## src/alu_core_pkg.sv

```systemverilog
// Purpose: shared constants of the 8-bit core execution datapath
// Assumes: one reference clock, four clocks per instruction cycle
// Notes:   opcode fields follow the 14-bit instruction layout
package alu_core_pkg;
	localparam int INSN_W       = 14;
	localparam int DATA_W       = 8;
	localparam int PC_W         = 13;
	localparam int PROG_WORDS   = 4096;
	localparam int RAM_BYTES    = 192;
	localparam int STACK_DEPTH  = 8;
	// timing: one instruction cycle in reference clocks
	localparam int CLK_PERIOD_NS = 50;
	localparam int INSN_CYCLE_NS = 200;
	localparam int CLKS_PER_INSN = (INSN_CYCLE_NS + CLK_PERIOD_NS - 1) / CLK_PERIOD_NS;
	localparam logic [1:0] Q_LAST = 2'(CLKS_PER_INSN - 1);
	// data memory map, low seven address bits
	localparam logic [6:0] ADDR_INDF   = 7'h00;
	localparam logic [6:0] ADDR_PCL    = 7'h02;
	localparam logic [6:0] ADDR_STATUS = 7'h03;
	localparam logic [6:0] ADDR_FSR    = 7'h04;
	localparam logic [6:0] ADDR_PCLATH = 7'h0a;
	localparam logic [6:0] RAM_BASE    = 7'h20;
	localparam logic [7:0] BANK_SPAN   = 8'h60;
	// status field positions and reset values
	localparam int ST_C   = 0;
	localparam int ST_DIGIT_CARRY = 1;
	localparam int ST_Z   = 2;
	localparam int ST_RP0 = 5;
	localparam logic [7:0]  STATUS_RST = 8'h18;
	localparam logic [PC_W-1:0] RESET_VEC = 13'h0000;
	// instruction classes
	localparam logic [1:0] CLS_BYTE = 2'h0;
	localparam logic [1:0] CLS_BIT  = 2'h1;
	localparam logic [1:0] CLS_CTRL = 2'h2;
	localparam logic [1:0] CLS_LIT  = 2'h3;
	localparam logic [13:0] INS_RETURN = 14'h0008;
	// byte-oriented operations
	localparam logic [3:0] OP_MOVWF = 4'h0;
	localparam logic [3:0] OP_CLR   = 4'h1;
	localparam logic [3:0] OP_SUBWF = 4'h2;
	localparam logic [3:0] OP_DECF  = 4'h3;
	localparam logic [3:0] OP_IORWF = 4'h4;
	localparam logic [3:0] OP_ANDWF = 4'h5;
	localparam logic [3:0] OP_XORWF = 4'h6;
	localparam logic [3:0] OP_ADDWF = 4'h7;
	localparam logic [3:0] OP_MOVF  = 4'h8;
	localparam logic [3:0] OP_COMF  = 4'h9;
	localparam logic [3:0] OP_INCF  = 4'ha;
	localparam logic [3:0] OP_DECSZ = 4'hb;
	localparam logic [3:0] OP_RRF   = 4'hc;
	localparam logic [3:0] OP_RLF   = 4'hd;
	localparam logic [3:0] OP_SWAPF = 4'he;
	localparam logic [3:0] OP_INCSZ = 4'hf;
endpackage

```

## src/alu_core_datapath.sv

```systemverilog
// Purpose: fetch/execute datapath with 8-bit ALU, working register and data memory
// Assumes: program memory answers i_prog_data for o_prog_addr within one instruction cycle
// Notes:   four reference clocks make one instruction cycle; state commits on the last
// Summary of operation
// - one whole 14-bit word fetched on the program bus each instruction cycle.
// - program bus and data memory are separate, fetch and data access overlap.
// - next instruction is fetched while the current one executes.
// - one cycle per instruction, 200 ns; branches flush and refill.
// - 8-bit ALU does add, subtract, shifts and logic.
// - arithmetic treats operands and results as two's complement.
// - two-operand forms use working register with file register or literal.
// - single-operand forms use working register or one file register.
// - working register is 8 bits and has no data memory address.
// - carry, digit carry and zero updated per instruction, else held.
// - in subtraction carry and digit carry mean no borrow.
// - special registers, program counter included, live in data memory.
// - file registers reachable directly and indirectly by any operation.
// - 4K program words of 14 bits, 192 data bytes.
`timescale 1ns/1ps
`default_nettype none
module alu_core_datapath
	import alu_core_pkg::*;
#(
	parameter int STACK_N = alu_core_pkg::STACK_DEPTH
)
(
	// clock and reset
	input  wire logic                           i_ref_clk,
	input  wire logic                           i_rstn,
	// program bus
	output logic [alu_core_pkg::PC_W-1:0]       o_prog_addr,
	input  wire logic [alu_core_pkg::INSN_W-1:0] i_prog_data,
	// observation
	output logic [alu_core_pkg::DATA_W-1:0]     o_work,
	output logic [alu_core_pkg::DATA_W-1:0]     o_status,
	output logic                                o_cycle_end
);
	import alu_core_pkg::*;

	logic [1:0]        q_q;
	logic [PC_W-1:0]   pc_q;
	logic [INSN_W-1:0] ir_q;
	logic              valid_q;
	logic [7:0]        w_q;
	logic [7:0]        status_q;
	logic [7:0]        status_d;
	logic [7:0]        fsr_q;
	logic [4:0]        pclath_q;
	logic [7:0]        ram_q [RAM_BYTES];
	logic [PC_W-1:0]   stack_q [STACK_N];
	logic [2:0]        sp_q;
	logic              commit;
	logic [7:0]        fa;
	logic [7:0]        fv;
	logic [6:0]        ram_off;
	logic [7:0]        ram_idx;
	logic              is_ram;
	logic [7:0]        opnd;
	logic [8:0]        add_s;
	logic [8:0]        sub_s;
	logic [4:0]        add_h;
	logic [4:0]        sub_h;
	logic [7:0]        res;
	logic              c_n;
	logic              digit_n;
	logic              wr_w;
	logic              wr_f;
	logic              up_c;
	logic              up_digit;
	logic              up_z;
	logic              is_sub;
	logic              is_add;
	logic              skip;
	logic              jump;
	logic              push;
	logic              pop;
	logic [PC_W-1:0]   tgt;

	// instruction cycle phase, advanced every clock; every other state change happens on the last phase
	always_ff @(posedge i_ref_clk or negedge i_rstn)
	begin
		if (!i_rstn)
			q_q <= 2'h0;
		else
			q_q <= (q_q == Q_LAST) ? 2'h0 : q_q + 2'h1;
	end
	assign commit      = (q_q == Q_LAST);
	assign o_cycle_end = commit;

	// file address: direct from instruction, or indirect through the pointer
	assign fa      = (ir_q[6:0] == ADDR_INDF) ? fsr_q : {status_q[ST_RP0], ir_q[6:0]};
	assign ram_off = fa[6:0] - RAM_BASE;
	assign ram_idx = fa[7] ? {1'b0, ram_off} + BANK_SPAN : {1'b0, ram_off};
	assign is_ram  = (fa[6:0] >= RAM_BASE);

	// file read; special registers mirror in both banks, unmapped reads zero
	always_comb
	begin
		fv = 8'h00;
		if (is_ram)
			fv = ram_q[ram_idx];
		else
			case (fa[6:0])
				ADDR_PCL:    fv = pc_q[7:0];
				ADDR_STATUS: fv = status_q;
				ADDR_FSR:    fv = fsr_q;
				ADDR_PCLATH: fv = {3'h0, pclath_q};
				default:     fv = 8'h00;
			endcase
	end

	// second operand is a literal or a file register; subtraction is operand minus w
	assign opnd  = (ir_q[13:12] == CLS_LIT) ? ir_q[7:0] : fv;
	assign add_s = {1'b0, opnd} + {1'b0, w_q};
	assign sub_s = {1'b0, opnd} + {1'b0, ~w_q} + 9'h001;
	assign add_h = {1'b0, opnd[3:0]} + {1'b0, w_q[3:0]};
	assign sub_h = {1'b0, opnd[3:0]} + {1'b0, ~w_q[3:0]} + 5'h01;

	// decode and ALU
	always_comb
	begin
		res    = fv;
		c_n      = status_q[ST_C];
		digit_n  = status_q[ST_DIGIT_CARRY];
		wr_w     = 1'b0;
		wr_f     = 1'b0;
		up_c     = 1'b0;
		up_digit = 1'b0;
		up_z   = 1'b0;
		is_sub = 1'b0;
		is_add = 1'b0;
		skip   = 1'b0;
		jump   = 1'b0;
		push   = 1'b0;
		pop    = 1'b0;
		tgt    = pc_q;
		if (valid_q)
			case (ir_q[13:12])
				CLS_BYTE:
				begin
					wr_w = !ir_q[7];
					wr_f = ir_q[7];
					up_z = 1'b1;
					case (ir_q[11:8])
						OP_MOVWF:
						begin
							up_z = 1'b0;
							res  = w_q;
							wr_w = 1'b0;
							if (ir_q == INS_RETURN)
							begin
								pop  = 1'b1;
								jump = 1'b1;
								tgt  = stack_q[sp_q - 3'h1];
							end
						end
						OP_CLR:   res = 8'h00;
						OP_SUBWF:
						begin
							is_sub = 1'b1;
							res    = sub_s[7:0];
						end
						OP_ADDWF:
						begin
							is_add = 1'b1;
							res    = add_s[7:0];
						end
						OP_DECF:  res = fv - 8'h01;
						OP_INCF:  res = fv + 8'h01;
						OP_IORWF: res = fv | w_q;
						OP_ANDWF: res = fv & w_q;
						OP_XORWF: res = fv ^ w_q;
						OP_MOVF:  res = fv;
						OP_COMF:  res = ~fv;
						OP_DECSZ:
						begin
							up_z = 1'b0;
							res  = fv - 8'h01;
							skip = (res == 8'h00);
						end
						OP_INCSZ:
						begin
							up_z = 1'b0;
							res  = fv + 8'h01;
							skip = (res == 8'h00);
						end
						OP_RRF:
						begin
							up_z = 1'b0;
							up_c = 1'b1;
							res  = {status_q[ST_C], fv[7:1]};
							c_n  = fv[0];
						end
						OP_RLF:
						begin
							up_z = 1'b0;
							up_c = 1'b1;
							res  = {fv[6:0], status_q[ST_C]};
							c_n  = fv[7];
						end
						OP_SWAPF:
						begin
							up_z = 1'b0;
							res  = {fv[3:0], fv[7:4]};
						end
						default: res = fv;
					endcase
				end
				CLS_BIT:
				begin
					// set, clear or test one bit of a file register
					case (ir_q[11:10])
						2'h0:
						begin
							wr_f = 1'b1;
							res  = fv & ~(8'h01 << ir_q[9:7]);
						end
						2'h1:
						begin
							wr_f = 1'b1;
							res  = fv | (8'h01 << ir_q[9:7]);
						end
						2'h2:    skip = !fv[ir_q[9:7]];
						default: skip = fv[ir_q[9:7]];
					endcase
				end
				CLS_CTRL:
				begin
					jump = 1'b1;
					push = !ir_q[11];
					tgt  = {pclath_q[4:3], ir_q[10:0]};
				end
				default:
				begin
					wr_w = 1'b1;
					casez (ir_q[11:8])
						4'b00??: res = ir_q[7:0];
						4'b01??:
						begin
							res  = ir_q[7:0];
							pop  = 1'b1;
							jump = 1'b1;
							tgt  = stack_q[sp_q - 3'h1];
						end
						4'b1000:
						begin
							res  = ir_q[7:0] | w_q;
							up_z = 1'b1;
						end
						4'b1001:
						begin
							res  = ir_q[7:0] & w_q;
							up_z = 1'b1;
						end
						4'b1010:
						begin
							res  = ir_q[7:0] ^ w_q;
							up_z = 1'b1;
						end
						4'b110?:
						begin
							is_sub = 1'b1;
							up_z   = 1'b1;
							res    = sub_s[7:0];
						end
						default:
						begin
							is_add = 1'b1;
							up_z   = 1'b1;
							res    = add_s[7:0];
						end
					endcase
				end
			endcase
		// arithmetic flag sources; borrow sense falls out of the inverted add
		if (is_add)
		begin
			up_c     = 1'b1;
			up_digit = 1'b1;
			c_n      = add_s[8];
			digit_n  = add_h[4];
		end
		if (is_sub)
		begin
			up_c     = 1'b1;
			up_digit = 1'b1;
			c_n      = sub_s[8];
			digit_n  = sub_h[4];
		end
		// a write to the low program counter byte is a computed branch
		if (wr_f && !is_ram && fa[6:0] == ADDR_PCL)
		begin
			jump = 1'b1;
			tgt  = {pclath_q, res};
		end
	end

	// status next value: software write first, then ALU flags override it
	always_comb
	begin
		status_d = status_q;
		if (wr_f && !is_ram && fa[6:0] == ADDR_STATUS)
			status_d = {res[7:5], status_q[4:3], res[2:0]};
		if (up_c)
			status_d[ST_C] = c_n;
		if (up_digit)
			status_d[ST_DIGIT_CARRY] = digit_n;
		if (up_z)
			status_d[ST_Z] = (res == 8'h00);
	end

	// fetch path: the word on the bus becomes the next instruction, flushed if this one branches or skips
	always_ff @(posedge i_ref_clk or negedge i_rstn)
	begin
		if (!i_rstn)
		begin
			pc_q    <= RESET_VEC;
			ir_q    <= 14'h0000;
			valid_q <= 1'b0;
		end
		else if (commit)
		begin
			ir_q    <= i_prog_data;
			valid_q <= !(jump || skip);
			pc_q    <= jump ? tgt : pc_q + 13'h0001;
		end
	end
	assign o_prog_addr = pc_q;

	// working register; only the ALU writes it, it has no file address
	always_ff @(posedge i_ref_clk or negedge i_rstn)
	begin
		if (!i_rstn)
			w_q <= 8'h00;
		else if (commit && wr_w)
			w_q <= res;
	end
	assign o_work = w_q;

	// special registers
	always_ff @(posedge i_ref_clk or negedge i_rstn)
	begin
		if (!i_rstn)
		begin
			status_q <= STATUS_RST;
			fsr_q    <= 8'h00;
			pclath_q <= 5'h00;
		end
		else if (commit)
		begin
			status_q <= status_d;
			if (wr_f && !is_ram && fa[6:0] == ADDR_FSR)
				fsr_q <= res;
			if (wr_f && !is_ram && fa[6:0] == ADDR_PCLATH)
				pclath_q <= res[4:0];
		end
	end
	assign o_status = status_q;

	// general purpose data memory; no reset, contents undefined at power-up
	always_ff @(posedge i_ref_clk)
	begin
		if (commit && wr_f && is_ram)
			ram_q[ram_idx] <= res;
	end

	// return stack; wraps silently on overflow like the hardware it models
	always_ff @(posedge i_ref_clk or negedge i_rstn)
	begin
		if (!i_rstn)
			sp_q <= 3'h0;
		else if (commit && push)
			sp_q <= sp_q + 3'h1;
		else if (commit && pop)
			sp_q <= sp_q - 3'h1;
	end
	always_ff @(posedge i_ref_clk)
	begin
		if (commit && push)
			stack_q[sp_q] <= pc_q;
	end

	property p_fetch_latch;
		@(posedge i_ref_clk) disable iff (!i_rstn)
		commit |=> ir_q == $past(i_prog_data);
	endproperty
	a_fetch_latch: assert property (p_fetch_latch) else $error("fetched word not latched");

	property p_cycle_len;
		@(posedge i_ref_clk) disable iff (!i_rstn)
		commit |=> !commit [*3] ##1 commit;
	endproperty
	a_cycle_len: assert property (p_cycle_len) else $error("instruction cycle not four clocks");

	property p_pc_step;
		@(posedge i_ref_clk) disable iff (!i_rstn)
		(commit && !jump) |=> pc_q == $past(pc_q) + 13'h0001;
	endproperty
	a_pc_step: assert property (p_pc_step) else $error("program counter did not step");

	property p_flush;
		@(posedge i_ref_clk) disable iff (!i_rstn)
		(commit && jump) |=> !valid_q && pc_q == $past(tgt);
	endproperty
	a_flush: assert property (p_flush) else $error("branch did not flush");

	property p_work_hold;
		@(posedge i_ref_clk) disable iff (!i_rstn)
		!(commit && wr_w) |=> $stable(w_q);
	endproperty
	a_work_hold: assert property (p_work_hold) else $error("working register changed without ALU write");

	property p_zero;
		@(posedge i_ref_clk) disable iff (!i_rstn)
		(commit && up_z) |=> status_q[ST_Z] == ($past(res) == 8'h00);
	endproperty
	a_zero: assert property (p_zero) else $error("zero flag wrong");

	property p_flag_keep;
		@(posedge i_ref_clk) disable iff (!i_rstn)
		(commit && !up_c && !(wr_f && !is_ram && fa[6:0] == ADDR_STATUS)) |=> $stable(status_q[ST_C]);
	endproperty
	a_flag_keep: assert property (p_flag_keep) else $error("carry changed by unaffecting instruction");

	property p_borrow;
		@(posedge i_ref_clk) disable iff (!i_rstn)
		(commit && is_sub) |=> status_q[ST_C] == ($past(opnd) >= $past(w_q)) ##3 commit;
	endproperty
	a_borrow: assert property (p_borrow) else $error("borrow sense wrong");

	property p_digit;
		@(posedge i_ref_clk) disable iff (!i_rstn)
		(commit && is_add) |=> status_q[ST_DIGIT_CARRY] == (({1'b0, $past(opnd[3:0])} + {1'b0, $past(w_q[3:0])}) > 5'h0f);
	endproperty
	a_digit: assert property (p_digit) else $error("digit carry wrong");
endmodule
`default_nettype wire

```

## config.mk

```make
export PLATFORM = sky130hd
export DESIGN_NAME = alu_core_datapath
export DESIGN_NICKNAME = d
export VERILOG_FILES = /design/src/alu_core_pkg.sv /design/src/alu_core_datapath.sv
export SDC_FILE = /design/constraint.sdc
export NUM_CORES = 2
export LEC_CHECK = 0
export BUFFER_PORTS_ARGS = -buffer_cell sky130_fd_sc_hd__buf_2
export CAP_MARGIN = 25
export CORE_MARGIN = 2
export CORE_UTILIZATION = 40
export CTS_CLUSTER_DIAMETER = 80
export CTS_CLUSTER_SIZE = 14
export DETAILED_ROUTE_END_ITERATION = 8
export PLACE_DENSITY_LB_ADDON = 0.2
export SYNTH_ARGS = -nofsm -noshare
export SYNTH_HDL_FRONTEND = slang
export SYNTH_SLANG_ARGS = --single-unit
```

## constraint.sdc

```tcl
create_clock -name i_ref_clk -period 12.43 [get_ports i_ref_clk]
set_input_delay 3.729 -clock i_ref_clk [delete_from_list [all_inputs] [get_ports i_ref_clk]]
set_output_delay 3.729 -clock i_ref_clk [all_outputs]
set_load 0.02 [all_outputs]
```

* After elaboration in Yosys (flattened, before gate mapping)
Memories as Yosys holds them, arrays and structs flattened.
Index checks and enable logic that the tools add are counted.
Widths: inputs -> output; s select.
** Word-level totals
- Bits in registers :: 60
- RAM bits :: 1640
- Input bits :: 16
- Logic and storage cells :: 196
- Memories :: 2
** Memory list
- ram_q :: words 192, bits a word 8, rd ports 1, clocked after memory_dff 0, wr ports 1, line alu_core_datapath.sv:49 : logic [7:0] ram_q [RAM_BYTES];
- stack_q :: words 8, bits a word 13, rd ports 1, clocked after memory_dff 0, wr ports 1, line alu_core_datapath.sv:50 : logic [PC_W-1:0] stack_q [STACK_N];
** Operators by class
- Add/sub/neg operators :: 14
- Order comparisons :: 2
- Eq/ne operators :: 36
- Shift operators :: 1
- Mux-type cells :: 76
- Bitwise logic cells :: 12
- Reductions and logical operators :: 41
** Operators by type and width (number)
- $pmux 8 s14 :: 1
- $mux 13 :: 6
- $mux 1 :: 43
- $mux 8 :: 5
- $pmux 8 s5 :: 1
- $pmux 13 s3 :: 1
- $eq 4x4->1 const B :: 8
- $pmux 8 s4 :: 1
- $and 8x8->8 :: 3
- $logic_not 8->1 :: 3
- $not 8->8 :: 3
- $or 8x8->8 :: 3
- $pmux 8 s3 :: 1
- $pmux 1 s2 :: 10
- $add 8x8->9 :: 2
- $eq 4x3->1 const B :: 4
- $pmux 8 s2 :: 1
- $xor 8x8->8 :: 2
- $eq 14x4->1 const B :: 1
- $eq 7x2->1 const B :: 2
- $add 13x1->13 const B :: 1
- $reduce_or 6->1 :: 2
- $add 4x4->5 :: 2
- $logic_and 1x1->1 :: 10
- other kinds (43) :: 66

* Longest topological paths before layout
An unclocked memory read counts as a cell.
- Word-level depth :: 15
- Depth in mapped cells :: 32
- Mapped depth without buffers :: 27

* Least setup slack after synthesis
No wires, ideal clock.
- Kind :: register to register
- Start point :: reg ir_q[4]
- End point :: mem ram_q[0][2], data pin
- Setup time :: 1.268 ns
- Arrival time :: 9.774 ns
- Data required time :: 11.162 ns
- Setup slack :: 1.387 ns
- Cell stages (with the launch flop) :: 24
- Buffers on the path :: 5
- Period minus slack after synthesis :: 11.043 ns
- Cell sequence :: dfrtp_1 buf_6 or3_1 buf_6 buf_6 o211a_1 o31ai_2 buf_2 a41oi_1 o41ai_1 nand4_1 o21ai_2 inv_4 buf_6 mux2i_1 inv_1 fa_1 xnor2_1 a222oi_1 o211ai_1 o211ai_1 a21oi_1 a21oi_1 a21oi_1
** On the way
- Longest elaborated chain between the ends :: 13
- Elaborated cells between the ends (all ways) :: 30
- Classes of those cells :: add/sub (7); order compare (1); eq/ne (4); mux (10); bitwise (6); reduce/logical (1); memory (1)
** RTL lines
- from (decl) :: line alu_core_datapath.sv:42 : logic [INSN_W-1:0] ir_q;
- from (signal assigned) :: line alu_core_datapath.sv:323 : ir_q <= i_prog_data;
- $logic_not 7->1 :: line alu_core_datapath.sv:91 : assign fa = (ir_q[6:0] == ADDR_INDF) ? fsr_q : {status_q[ST_RP0], ir_q[6:0]};
- $mux 8 (*) :: line alu_core_datapath.sv:91
- $sub 7x6->7 :: line alu_core_datapath.sv:92 : assign ram_off = fa[6:0] - RAM_BASE;
- $add 7x7->8 :: line alu_core_datapath.sv:93 : assign ram_idx = fa[7] ? {1'b0, ram_off} + BANK_SPAN : {1'b0, ram_off};
- $mux 8 :: line alu_core_datapath.sv:93
- $mem_v2 192x8
- $mux 8 (*) :: line alu_core_datapath.sv:100 : if (is_ram)
- $mux 8 :: line alu_core_datapath.sv:113 : assign opnd = (ir_q[13:12] == CLS_LIT) ? ir_q[7:0] : fv;
- $add 8x8->9 :: line alu_core_datapath.sv:115 : assign sub_s = {1'b0, opnd} + {1'b0, ~w_q} + 9'h001;
- $add 9x1->9 :: line alu_core_datapath.sv:115
- $pmux 8 s14 / $pmux 8 s5 (equally long branches) :: line alu_core_datapath.sv:144, alu_core_datapath.sv:236
- $pmux 8 s3 :: line alu_core_datapath.sv:138 : case (ir_q[13:12])
- $mux 8 (*) :: line alu_core_datapath.sv:137 : if (valid_q)
- net res[2] :: line alu_core_datapath.sv:63 : logic [7:0] res;
- to (decl) :: line alu_core_datapath.sv:49
Mark *: on every way through the listed nets, which the timed path passes. The rest lies on a longest branch.

* Worst setup path after layout
- Start point :: reg ir_q[5]
- End point :: mem ram_q[24][6], data pin
** On the way
- Longest elaborated chain between the ends :: 13
- Elaborated cells between the ends (all ways) :: 30
- Classes of those cells :: add/sub (7); order compare (1); eq/ne (4); mux (10); bitwise (6); reduce/logical (1); memory (1)
** RTL lines (line)
- $logic_not 7->1 :: alu_core_datapath.sv:91
- $mux 8 :: alu_core_datapath.sv:91
- $sub 7x6->7 :: alu_core_datapath.sv:92
- $add 7x7->8 :: alu_core_datapath.sv:93
- $mux 8 :: alu_core_datapath.sv:93
- $mem_v2 192x8
- $mux 8 :: alu_core_datapath.sv:100
- $mux 8 :: alu_core_datapath.sv:113
- $add 8x8->9 :: alu_core_datapath.sv:115
- $add 9x1->9 :: alu_core_datapath.sv:115
- $pmux 8 s14 / $pmux 8 s5 (equally long branches) :: alu_core_datapath.sv:144, alu_core_datapath.sv:236
- $pmux 8 s3 :: alu_core_datapath.sv:138
- $mux 8 (*) :: alu_core_datapath.sv:137
- net res[6] :: alu_core_datapath.sv:63
Marks and branches as above.

==> flow_summary.ini <==
[clock_network]
cts.sinks = 1700
clkTransAtPathRegs_ps = 80
cts_buffers = 142
insertion_delay_ps = 810
postCtsHoldBufs = 0
cts-root-buf = clkbuf_16
post_cts_buffers = 0
cts_resized = 0
htree_levels = 4
cts_tree = yes
clock_path_buffers = 3

[final_layout]
area_growth_pct = 10.4
multi_input_area_sq_mm = 0.0160
drive_above_1_share_pct = 10.6
num-fill-cells = 14900
regArea_sq_mm = 0.0508
final_nets = 4658

[synth]
synth_top_family_by_area = compound AO/OA/AOI/OAI gates
ys_ff_latch = 1700
synth_compound_area_share_pct = 15.3
yosysTopAreaCellShare_pct = 72.2
ys_seq_area_share_pct = 74.4
avgSynthCellArea_sq_um = 14.9
synth_cell_types = 93
postSynthCellCount = 4581
yosys.area_share.xor_xnor_pct = 0.347
synth_largest_area_cell = edfxtp_1
synthFlopType = edfxtp_1
synthArstFlopShare_pct = 3.53
synth-simple-area-share_pct = 4.50
yosys_warnings = 0
muxShareOfSynthArea_pct = 1.72
synth_area_leaders = edfxtp_1 (72%), o22ai_1 (5.3%), dfrtp_1 (2.2%)
synth_edf_count = 1640
synth-adder-area-share_pct = 1.20
synth.cell_area_sq_mm = 0.0682

[setup_path]
required_ps = 12780
worst_path_max_delay_cell = o41ai_2
end_kind = register
crit_fanout = 141
max_stage_delay_ps = 750
cp_common_cell = a21oi_1
cp-start-kind = register
cp.arrival_ps = 10310
critPathKind = reg2reg

[timing]
finalHoldViolCount = 0
skew_ps = 77.0
rsz0062_at_grt = false
slew_violations = 0
hold_slack_ps = 426
min_period_over_period_pct = 80.1
max_slew_margin_pct = 24.5
setup_viol = 0
fmax_mhz = 100
worst_pin_slew_ps = 1130
period_minus_slack_ps = 9960
final.setup.tns_ps = 0

[grt]
grt_start_max_net_pins = 198
grt_pass1_wl_um = 311000
grt_pass1_vias = 41000
grt_usage_pct = 24.7
overflow = 0
antenna_found_initial = 4

[detailed_routing]
vias = 43600
drt_iter0_drc = 6058
wl_per_cell_um = 32.0
drt-pass1-iter-count = 9
antenna_left = 0
drt-total-wl_um = 219000
drc = 0
via_per_inst = 6.38

[placed_design]
gp_congestion = 0.958
hpwl_um = 130000
port_buffers = 43

[die]
rows = 151
initial_core_util_pct = 40.3
die_w_um = 417
coreArea_sq_mm = 0.169
dieArea_sq_mm = 0.174
die_h_um = 417
num_io_pins = 46

[pwr]
ir_worst_vdd_uv = 98.1
pwr_density_cell_mw_per_mm2 = 172
power_leakage_nw = 23.1

[run_status]
status = complete, no violations

[job]
max_cap_viol_count = 0

[hold_path]
hold_path_class = reg2reg
[final cells by class]
class                      count  share of cell area [%]
sequential                  1700                    67.4
multi-input combinational   2485                    21.3
clock buffer                 166                    4.87
tap                         2218                    3.69
timing repair buffer         189                    2.01
clock inverter                18                   0.371
inverter                      60                   0.336
antenna                        4                  0.0133
[cells by family after synthesis]
kind of cell | after synthesis
compound gates | 1600
xor+xnor | 27
fa+ha+maj | 64
buf+inv | 397
flops | 1700
mux | 77
other cells | 1
simple gates | 715
[worst max-delay path, delay by kind of cell (launching register included)]
family                   cells  cell delay [ps]
flip-flops                   1              530
buffers and inverters        6             1780
XOR/XNOR                     1              150
adder cells (fa/ha/maj)      1              430
AO/OA/AOI/OAI               15             4370
AND/OR/NAND/NOR              2             1080
multiplexers                 2              770
[path summary, 6_finish.rpt]
kind	from	endpoint	slack, ps	cells past startpoint
max	ir_q[5]	ram_q[24][6]	2470	27
min	q_q[0]	q_q[0]	430	1
max reg2reg	ir_q[5]	ram_q[24][6]	2470	27
min reg2reg	q_q[0]	q_q[0]	430	1
max in group asynchronous	i_rstn	ir_q[3]	8480	2
min in group asynchronous	i_rstn	ir_q[2]	2810	1
[cells in the final DEF, fill, tap and decap left out, types with 9 or more instances in the layout]
master,instances
a211oi_1,12
a21o_1,10
a21oi_1,206
a221oi_1,16
a22oi_1,81
a31oi_1,16
a32oi_1,10
a41oi_1,68
buf_12,13
buf_2,44
buf_4,124
clkbuf_1,23
clkbuf_16,143
dfrtp_1,57
edfxtp_1,1640
ha_1,62
inv_1,43
inv_6,9
mux2_2,13
mux2i_1,32
mux4_2,31
nand2_1,155
nand2b_1,11
nand3_1,45
nand4_1,18
nor2_1,378
nor2b_1,10
nor3_1,37
o2111ai_1,16
o211ai_1,28
o21a_1,41
o21ai_0,256
o21ai_1,37
o221ai_1,18
o22ai_1,580
o31ai_1,90
o41ai_1,23
xnor2_1,20
[per-layer routing]
metal,global-route usage [%],up-vias,routed length (um)
met4,7.96,4,7240
met2,37.6,2345,99500
li1,-,18400,-
met1,35.6,22500,92200
met5,0,-,29
met3,4.90,351,19900
[stage by stage]
step	util [%]	cells	power, mW	area, sq um	worst slack, ps
6_report	44.4	6840	12.9	75300	2470
5_1_grt	44.4	6836	13.3	75300	2210
4_1_cts	44.4	6827	13.0	75200	2530
3_5_place_dp	42.0	6643	8.91	71200	2580
3_3_place_gp	42.0	6633	8.88	71100	2640
2_1_floorplan	-	4582	8.12	68200	1390
[state kept, by name, summed over array words and instances, names as in the netlist]
signal and count:
ram_q 1536, stack_q 104, ir_q 14, o_prog_addr 13, fsr_q 8, o_work 8
o_status 6, pclath_q 5, sp_q 3, q_q 2, valid_q 1
[cell usage after synthesis (13+ instances only)]
master and number:
mux2i_1 33, buf_2 67, mux2_2 13, mux4_2 31
a22oi_1 81, o22ai_1 580, o21a_1 41, o21ai_0 256
o21ai_1 37, dfrtp_1 60, o41ai_1 27, inv_1 48
ha_1 62, nand2_1 160, xnor2_1 20, o211ai_1 28
a221oi_1 16, o2111ai_1 17, o221ai_1 18, a31oi_1 17
clkbuf_1 213, nor2_1 380, buf_4 30, nand3_1 46
a41oi_1 70, nand4_1 18, o31ai_1 93, edfxtp_1 1640
a21oi_1 207, nor3_1 42, buf_1 19
[where the power goes]
part           internal (mW)  total (mW)  switching, mW
registers               6.75        6.90          0.152
logic                  0.517        1.89           1.38
clock network           2.10        4.13           2.03
total                   9.37        12.9           3.56
No activity file was read; power rests on OpenSTA's default activity.
